## config.mk

```make
export PLATFORM = sky130hd
export DESIGN_NAME = ssw_dev_flat
export DESIGN_NICKNAME = d
export VERILOG_FILES = /design/src/hw/ssw_pkg.sv /design/src/hw/ssw_if.sv /design/src/hw/ssw_dev.sv /design/src/flat_wrapper.sv
export SDC_FILE = /design/constraint.sdc
export NUM_CORES = 1
export LEC_CHECK = 0
export BUFFER_PORTS_ARGS = -buffer_cell sky130_fd_sc_hd__buf_2
export CAP_MARGIN = 10
export CORE_MARGIN = 1.5
export CORE_UTILIZATION = 56
export DETAILED_ROUTE_END_ITERATION = 10
export PLACE_DENSITY_LB_ADDON = 0.3
export SLEW_MARGIN = 20
export SYNTH_ARGS = -nofsm -noshare
export SYNTH_HDL_FRONTEND = slang
export SYNTH_SLANG_ARGS = --single-unit
```

## constraint.sdc

```tcl
create_clock -name clk_sys_i -period 2.1 [get_ports clk_sys_i]
set_input_delay 0.315 -clock clk_sys_i [delete_from_list [all_inputs] [get_ports clk_sys_i]]
set_output_delay 0.315 -clock clk_sys_i [all_outputs]
set_load 0.05 [all_outputs]
```

## src/hw/ssw_pkg.sv

```systemverilog
// Package: shared constants for the serial switch control port and its host.
// Assumes both ends run on clk_sys_i at 25 MHz.
package ssw_pkg;
  localparam int          SSW_FRAME_BITS  = 24;
  localparam int          SSW_NUM_OUT     = 16;
  localparam int          SSW_CNT_W       = 5;
  localparam int          SSW_CMD_HI      = 23;
  localparam int          SSW_CMD_LO      = 18;
  localparam int          SSW_ANY_BIT     = 23;
  localparam int          SSW_OV_BIT      = 22;
  localparam int          SSW_CMD_W       = 6;
  localparam logic [5:0]  SSW_CMD_ONOFF   = 6'h00;
  localparam logic [15:0] SSW_OUT_RST     = 16'h0000;
  localparam logic [4:0]  SSW_CNT_FULL    = 5'h18;
  // Clock and fault filter timing
  localparam int          SSW_CLK_MHZ     = 25;
  localparam int          SSW_FLT_MIN_US  = 100;
  localparam int          SSW_FLT_MAX_US  = 450;
  // Filter at the midpoint of the allowed window, well inside both bounds
  localparam int          SSW_FLT_CYC     = (SSW_FLT_MIN_US + SSW_FLT_MAX_US) / 2 * SSW_CLK_MHZ;
  localparam int          SSW_FLT_W       = 14;
  // Host link clock: 6.0 MHz ceiling; the rounded-up half period plus one is 4 sys cycles (3.125 MHz)
  localparam int          SSW_SCK_MAX_KHZ = 6000;
  localparam int          SSW_HALF_CYC    = (SSW_CLK_MHZ * 1000 + 2 * SSW_SCK_MAX_KHZ - 1)
                                            / (2 * SSW_SCK_MAX_KHZ) + 1;
  localparam int          SSW_DIV_W       = 3;
  // Gap between accesses must exceed 450 us
  localparam int          SSW_GAP_CYC     = SSW_FLT_MAX_US * SSW_CLK_MHZ + 1;
  localparam int          SSW_GAP_W       = 14;
endpackage

```

## src/hw/ssw_if.sv

```systemverilog
// Interface: serial link between host and switch port.
// Assumes the bench resolves the data-out wire from its enable.
`timescale 1ns/10ps
interface ssw_if;
  logic sclk;
  logic cs_n;
  logic mosi;
  logic miso_o;
  logic miso_oe_n;
  // No pull on the data-out wire, so a released pin shows the inverse of the last bit
  wire  miso = miso_oe_n ? ~miso_o : miso_o;
  modport dev  (input sclk, input cs_n, input mosi, output miso_o, output miso_oe_n);
  modport host (output sclk, output cs_n, output mosi, input miso);
endinterface

```

## src/hw/ssw_dev.sv

```systemverilog
// Device end: serial switch control port, 24-bit frames, fault readout.
// Assumes link pins are asynchronous to clk_sys_i and sclk runs under 6 MHz.
// Contract
// - Sample data in on sclk fall
// - Shift status out on sclk rise
// - Latch frame to outputs on select rise
// - Load fault status on select fall
// - Drive data out only while selected
// - Ignore clock and data while deselected
// - Host keeps sclk low at select edges
// - Host should park sclk low when idle
// - Fault reads one, normal reads zero
// - Command bit zero off, one on
// - Chain passes data; 24 bits per device (code passes the previous frame's bits, after status and a zero bit)
// - Parallel mode uses one select each
// - Fault bit set after filtered persistence
// - Host spaces accesses over 450 us
// - Host sclk no faster than 6 MHz
// - Full after 24 bits; act at rise
// - Status order: any, ov, zeros, outputs
// - Both frames most significant bit first
// - Code in bits 23:18, settings 15:0
`timescale 1ns/10ps
module ssw_dev
  import ssw_pkg::*;
(
  input  wire logic                   clk_sys_i,
  input  wire logic                   rstn_i,
  ssw_if.dev                          link,
  input  wire logic [SSW_NUM_OUT-1:0] fault_raw_i,
  input  wire logic                   ov_raw_i,
  output logic      [SSW_NUM_OUT-1:0] out_on_o,
  output logic                        frame_done_o,
  output logic                        frame_bad_o
);
  // Two-flop synchronisers, with a third stage on select and clock for edge detection
  logic [2:0] cs_s_r;
  logic [2:0] sck_s_r;
  logic [1:0] mosi_s_r;
  always_ff @(posedge clk_sys_i or negedge rstn_i) begin
    if (!rstn_i) begin
      cs_s_r   <= 3'h7;
      sck_s_r  <= 3'h0;
      mosi_s_r <= 2'h0;
    end else begin
      cs_s_r   <= {cs_s_r[1:0], link.cs_n};
      sck_s_r  <= {sck_s_r[1:0], link.sclk};
      mosi_s_r <= {mosi_s_r[0], link.mosi};
    end
  end

  // Edge decode from settled stages only
  wire sel      = ~cs_s_r[1];
  wire cs_fall  = cs_s_r[2] & ~cs_s_r[1];
  wire cs_rise  = ~cs_s_r[2] & cs_s_r[1];
  wire sck_rise = sel & ~sck_s_r[2] & sck_s_r[1];
  wire sck_fall = sel & sck_s_r[2] & ~sck_s_r[1];

  // Fault filters: one small counter per output plus overvoltage
  logic [SSW_NUM_OUT:0] flt_q;
  genvar g;
  generate
    for (g = 0; g <= SSW_NUM_OUT; g++) begin : g_flt
      logic [SSW_FLT_W-1:0] cnt_r;
      logic [1:0]           raw_s_r;
      wire                  raw_pin;
      // Overvoltage sits on the top slot; the per-output index never reaches it
      if (g == SSW_NUM_OUT) begin : g_ov
        assign raw_pin = ov_raw_i;
      end else begin : g_out
        assign raw_pin = fault_raw_i[g];
      end
      wire raw = raw_s_r[1];
      wire sat = (cnt_r == SSW_FLT_W'(SSW_FLT_CYC));
      // Raw fault levels come from the analog side, so synchronise before filtering
      always_ff @(posedge clk_sys_i or negedge rstn_i) begin
        if (!rstn_i) begin
          raw_s_r <= 2'h0;
          cnt_r   <= '0;
        end else begin
          raw_s_r <= {raw_s_r[0], raw_pin};
          if (!raw) cnt_r <= '0;
          else if (!sat) cnt_r <= cnt_r + 1'b1;
        end
      end
      assign flt_q[g] = sat;
    end
  endgenerate

  // Status frame image
  wire                      ov_flt  = flt_q[SSW_NUM_OUT];
  wire                      any_flt = |flt_q;
  wire [SSW_FRAME_BITS-1:0] status  = {any_flt, ov_flt, 6'h00, flt_q[SSW_NUM_OUT-1:0]};

  // Receive and transmit shift registers
  logic [SSW_FRAME_BITS-1:0] rx_r;
  logic [SSW_FRAME_BITS-1:0] tx_r;
  logic [SSW_CNT_W-1:0]      cnt_r;
  logic                      so_r;
  always_ff @(posedge clk_sys_i or negedge rstn_i) begin
    if (!rstn_i) begin
      rx_r  <= '0;
      cnt_r <= '0;
    end else if (cs_fall) begin
      cnt_r <= '0;
    end else if (sck_fall) begin
      rx_r  <= {rx_r[SSW_FRAME_BITS-2:0], mosi_s_r[1]};
      if (cnt_r != SSW_CNT_FULL) cnt_r <= cnt_r + 1'b1;
    end
  end

  // Transmit: MSB sits on the pin after load; each rise moves the next bit out
  always_ff @(posedge clk_sys_i or negedge rstn_i) begin
    if (!rstn_i) begin
      tx_r <= '0;
      so_r <= 1'b0;
    end else if (cs_fall) begin
      tx_r <= {status[SSW_FRAME_BITS-2:0], 1'b0};
      so_r <= status[SSW_FRAME_BITS-1];
    end else if (sck_rise) begin
      so_r <= tx_r[SSW_FRAME_BITS-1];
      tx_r <= {tx_r[SSW_FRAME_BITS-2:0], rx_r[SSW_FRAME_BITS-1]};
    end
  end

  // Chain pass-through: after the status and one zero bit (25 clocks) the previous frame's received bits follow; this frame's bits follow after 49
  assign link.miso_o    = so_r;
  assign link.miso_oe_n = ~sel;

  // Apply command on select rise; partial frames are dropped
  wire                 full   = (cnt_r == SSW_CNT_FULL);
  wire [SSW_CMD_W-1:0] code   = rx_r[SSW_CMD_HI:SSW_CMD_LO];
  wire                 is_set = cs_rise & full & (code == SSW_CMD_ONOFF);
  always_ff @(posedge clk_sys_i or negedge rstn_i) begin
    if (!rstn_i) begin
      out_on_o     <= SSW_OUT_RST;
      frame_done_o <= 1'b0;
      frame_bad_o  <= 1'b0;
    end else begin
      if (is_set) out_on_o <= rx_r[SSW_NUM_OUT-1:0];
      frame_done_o <= cs_rise & full;
      frame_bad_o  <= cs_rise & ~full;
    end
  end
endmodule // ssw_dev

```

## src/flat_wrapper.sv

```systemverilog
// flat-port wrapper written by rule: the top's interface ports become plain ports
module ssw_dev_flat import ssw_pkg::*;
  (clk_sys_i, rstn_i, fault_raw_i, ov_raw_i, out_on_o, frame_done_o, frame_bad_o, link_sclk, link_cs_n, link_mosi, link_miso_o, link_miso_oe_n);
  ssw_if link_i ();
  input  wire logic clk_sys_i;
  input  wire logic rstn_i;
  input  wire logic [SSW_NUM_OUT-1:0] fault_raw_i;
  input  wire logic ov_raw_i;
  output logic      [SSW_NUM_OUT-1:0] out_on_o;
  output logic frame_done_o;
  output logic frame_bad_o;
  input wire logic [$bits(link_i.sclk)-1:0] link_sclk;
  input wire logic [$bits(link_i.cs_n)-1:0] link_cs_n;
  input wire logic [$bits(link_i.mosi)-1:0] link_mosi;
  output wire logic [$bits(link_i.miso_o)-1:0] link_miso_o;
  output wire logic [$bits(link_i.miso_oe_n)-1:0] link_miso_oe_n;
  assign link_i.sclk = link_sclk;
  assign link_i.cs_n = link_cs_n;
  assign link_i.mosi = link_mosi;
  assign link_miso_o = link_i.miso_o;
  assign link_miso_oe_n = link_i.miso_oe_n;
  ssw_dev u_core (.clk_sys_i(clk_sys_i), .rstn_i(rstn_i), .link(link_i), .fault_raw_i(fault_raw_i), .ov_raw_i(ov_raw_i), .out_on_o(out_on_o), .frame_done_o(frame_done_o), .frame_bad_o(frame_bad_o));
endmodule
```

### Word level (Yosys, flattened, before mapping)

Index checks and enable logic that the tools add are counted.

* add/sub/neg operators: 18
* $mul: 0
* divide/modulo/power cells: 0
* $lt $le $gt $ge: 0
* eq/ne operators: 36
* shift-type cells: 0
* muxes and demuxes: 41
* bitwise operators: 15
* reductions and logical operators: 7

Operator list (number)
* $mux W14: 34
* $add A14 B1 Y14 const B: 17
* $eq A14 B13 Y1 const B: 17
* $mux W24: 2
* $ne A2 B2 Y1 const B: 17
* $reduce_or A17 Y1: 1
* $mux W5: 3
* $and A1 B1 Y1: 9
* $logic_not A6 Y1: 1
* $not A1 Y1: 6
* $reduce_bool A2 Y1: 3
* $add A5 B1 Y5 const B: 1
* $eq A5 B5 Y1 const B: 1
* $ne A5 B5 Y1 const B: 1
* $reduce_and A2 Y1: 2
* $mux W1: 2

* register bits: 352
* bits in latches: 0
* RAM bits: 0
* ROM bits: 0
* bits of input ports: 22
* output and inout bits: 20
* word-level logic and storage cells: 161
* memories: 0

### Longest topological paths before layout

* word-level depth: 5
* gate-level depth with buffers: 7
* gate-level depth less buffers: 7

### Least setup slack after synthesis

OpenSTA, ideal clock, no wires.

* path kind: register to register
* start point: reg u_core.g_flt[4].cnt_r[0]
* end point: reg u_core.so_r, in the netlist u_core.link.miso_o
* library setup time: 0.082 ns
* arrival time: 2.049 ns
* data required time: 2.018 ns
* path slack: -0.031 ns
* cell stages (with the launch flop): 8
* clock period less this slack: 2.131 ns
* cell sequence: dfrtp_1 ha_1 or4b_1 or4_1 buf_2 nor2b_4 and4b_1 a31oi_1

* cells in the longest elaborated chain, start to end: 3

Ends and longest elaborated chain
* start: declaration: line ssw_dev.sv:64 `logic [SSW_FLT_W-1:0] cnt_r;`
* start signal: assignment: line ssw_dev.sv:83 `else if (!sat) cnt_r <= cnt_r + 1'b1;`
* $eq A14 B13 Y1: line ssw_dev.sv:74 `wire sat = (cnt_r == SSW_FLT_W'(SSW_FLT_CYC));`
* $reduce_or A17 Y1: line ssw_dev.sv:92 `wire any_flt = |flt_q;`
* $mux W1: line ssw_dev.sv:117 `end else if (cs_fall) begin`
* end signal: assignment: line ssw_dev.sv:119 `so_r <= status[SSW_FRAME_BITS-1];`
* end signal: assignment: line ssw_dev.sv:121 `so_r <= tx_r[SSW_FRAME_BITS-1];`
* end: declaration: line ssw_dev.sv:99 `logic so_r;`

Every way passes these cells.
A chain may end at the register's enable or synchronous reset.

### Worst setup path in the final report

* start point: reg u_core.g_flt[4].cnt_r[0]
* end point: reg u_core.g_flt[4].cnt_r[0]

* cells in the longest elaborated chain, start to end: 3
* elaborated cells between the ends (all ways): 5

Ends and longest elaborated chain
* $add A14 B1 Y14: line ssw_dev.sv:83
* $mux W14: line ssw_dev.sv:83
* $mux W14: line ssw_dev.sv:82 `if (!raw) cnt_r <= '0;`

Parallel ways exist; a longest one is shown, timed or not. The select of a mux whose other input is x is not followed.

==> metrics.cfg <==
[timing]
rsz0062_at_grt=no
worst_pin_slew_ns=0.8816
setup_viol=0
slew-limit-headroom_pct=41.23
slew_violations=0
clock.fmax_ghz=0.4911
setup_tns_ns=0
finClkSkew_ns=0.01496
hold_violations=0
fin_crit_ns=2.036
fin_crit_sh_pct=96.96

[yosys]
synth.yosys.seq_area_share_pct=54.61
synthCells=1460
ys.flop_type=dfrtp_1
ys_ff_latch=352
synth_fp_nets=1501
synth_edf_count=0
avgSynthCellArea_sq_um=11.05
ys_types=49
synth_warnings=0
async_flop_share_pct=100.0
synthesis.area_sq_um=16140

[final_layout]
antennaDiodeCount=0
final_common_cell=dfrtp_1
drive_gt1_share_pct=13.00
final_cell_mix=dfrtp_1 (349), and2_1 (162), nand2_1 (146), xnor2_1 (109), nand3_1 (77)
syn_to_final_growth_pct=15.30
stdcell_area_sq_um=18610
final_nets=1604

[critical_path]
arrival_ns=2.44
max_stage_delay_ns=0.46
crit_family=simple AND/OR/NAND/NOR gates
rrSetupSlack_ns=0.06
rr_worst_depth=6
worst_r2r_endpoint=u_core.g_flt[4].cnt_r[0]
path_cells=ha_2 -> or4b_1 -> or4_1 -> buf_4 -> xor2_1 -> and2_1
worstPathRequired_ns=2.50
start_kind=register
critPathKind=reg2reg
critPathCaptureType=register
cp_max_fo=4
rr_startpoint=u_core.g_flt[4].cnt_r[0]
timing.critical_path.buf_inv=1
setup.worst_path.start=u_core.g_flt[4].cnt_r[0]
slowest_stage=or4_1

[floorplan]
core_sq_um=28090
dieArea_sq_um=29840
start_util_pct=57.45
top_level_ports=42
die_y_um=172.8
fp.dieW_um=172.8
rows=61

[worst_hold_path]
hp-class=in2async

[detailed_routing]
avgRoutedWirePerCell_um=14.32
drtIter0Drc=620
drc=0
via_per_inst=5.423
antenna_left=0
wl_um=28200
drt_pass1_iterations=5
vias=10680
highest_layer=met4
wl_met3_um=1046
m1WireLength_um=13490
met2_length_um=13210

[clock_network]
clk_path_buf_depth=3
clock_sinks=352
htreeDepth=2
clkSlewWorstSetupHoldPaths_ns=0.06
tritoncts=yes
cts-root-buf=clkbuf_16
cts_made_buffers=38
insertion_delay_ns=0.52

[placed_design]
dp_hpwl_um=18280
dpl_cell_area_sq_um=17040
gp_congestion=0.7618
io_buffer_count=41

[global_routing]
track_usage_pct=19.48
grt_pass1_wl_um=50030
antenna_found_initial=0
grt_pass1_vias=10800
grt_max_degree=71
grt-ovfl-total=0

[status]
status=completed

[power]
power.internal_mw=11.61
clockPowerShare_pct=47.1
combPwrFrac_pct=4.3
powerDensity_nw_per_um2=797.0
p_switching_mw=3.216
p_total_mw=14.83
p_seq_share_pct=48.6
peakVddDrop_mv=0.6577
p_leak_nw=8.465
swShare_pct=21.68

[job]
cap_violations=0

## power groups by stage
stage | clock, mW | sequential (mW) | combinational (mW)
after global placement | 0 | 7.31 | 0.593
after global routing | 7.44 | 7.23 | 0.735
final | 6.99 | 7.20 | 0.641
after CTS | 7.15 | 7.20 | 0.654
after detailed placement | 0 | 7.32 | 0.615
after floorplan | 0 | 7.25 | 0.362
## routing by layer
layer	up-vias	track usage, %
met5	-	0
met4	0	4.746
met3	41	3.342
met2	156	32.38
met1	5276	26.81
li1	5210	-
## area by class of cell
class,count,area [sq um]
clock buffers,55,1115
clock inverters,14,219.0
fillers,2184,9482
inverters,13,48.80
multi-input cells,1060,7154
flip-flops and latches,352,8812
well taps,378,473.0
repair buffers,98,783.3
## worst reg2reg max path, delay by kind of cell, from the launching register on
kind,cells,cell delay [ns]
flops,1,0.39
fa+ha+maj,1,0.19
buf+inv,1,0.19
simple gates,3,1.02
xor+xnor,1,0.14
## what timing repair did
action	CTS	global route
hold buffers	21	0
buffers inserted	0	1
setup endpoints to repair	0	1
endpoints found under the hold margin	55	0
resized for setup	0	3
## how the worst max path moves through the flow
stage / to / slack (ns) / cells past startpoint
after CTS: u_core.g_flt[4].cnt_r[0] / 0.05 / 6
after global placement: u_core.link.miso_o / 0.11 / 6
after global routing: u_core.g_flt[4].cnt_r[0] / 0.007 / 6
after floorplan: u_core.link.miso_o / 0.04 / 7
final: u_core.g_flt[4].cnt_r[0] / 0.06 / 6
after detailed placement: u_core.g_flt[4].cnt_r[0] / 0.07 / 6
## kinds of logic after synthesis
family | Yosys count | share of synthesized area, %
compound gates | 104 | 3.962
xor+xnor | 175 | 9.498
fa+ha+maj | 19 | 1.473
flops | 352 | 54.61
mux | 64 | 4.288
simple gates | 698 | 24.98
buf+inv | 48 | 1.186
## registers in the layout (all words and copies together), names as in the netlist, 2 cells and up
register and count:
u_core.out_on_o 16, u_core.g_flt.cnt_r 238, u_core.rx_r 24, u_core.tx_r 24, u_core.cs_s_r 3, u_core.sck_s_r 3
u_core.g_flt.raw_s_r 34, u_core.mosi_s_r 2, u_core.cnt_r 5
## synth_stat cells (4+ instances only)
cell type / instances / area, sq um
or4bb_1: 7 / 78.83
a31oi_1: 9 / 56.30
nand3_1: 77 / 385.4
mux2i_1: 23 / 230.2
o21a_1: 8 / 60.06
xor2_1: 66 / 578.1
o21ai_0: 36 / 180.2
or3_1: 35 / 219.0
a21boi_0: 35 / 262.8
ha_1: 19 / 237.7
nor3_1: 13 / 65.06
and3_1: 41 / 256.5
and4_1: 9 / 78.83
nor4b_1: 6 / 52.55
inv_1: 13 / 48.80
and2_1: 162 / 1013
or2_2: 4 / 25.02
nor2b_1: 46 / 287.8
xnor2_1: 109 / 954.7
nor4_1: 7 / 43.79
dfrtp_1: 349 / 8733
clkbuf_1: 31 / 116.4
a21oi_1: 16 / 80.08
nand4_1: 40 / 250.2
mux2_2: 41 / 461.7
nor4bb_1: 5 / 50.05
nand2_1: 146 / 548.0
nor3b_1: 14 / 105.1
nor4_2: 4 / 50.05
nor2_1: 48 / 180.2
## per-stage QoR
| step | hold slack [ns] | instances | utilization, % | worst slack, ns |
|---|---|---|---|---|
| after global placement | 0.2529 | 1879 | 60.66 | 0.1136 |
| after detailed placement | 0.2566 | 1879 | 60.66 | 0.06509 |
| final | 0.3092 | 1970 | 66.24 | 0.06384 |
| after floorplan | 0.01941 | 1460 | - | 0.04104 |
| after CTS | 0.3193 | 1969 | 66.16 | 0.05265 |
| after global routing | 0.3405 | 1970 | 66.24 | 0.006674 |
(Power assumes the default switching activity.)
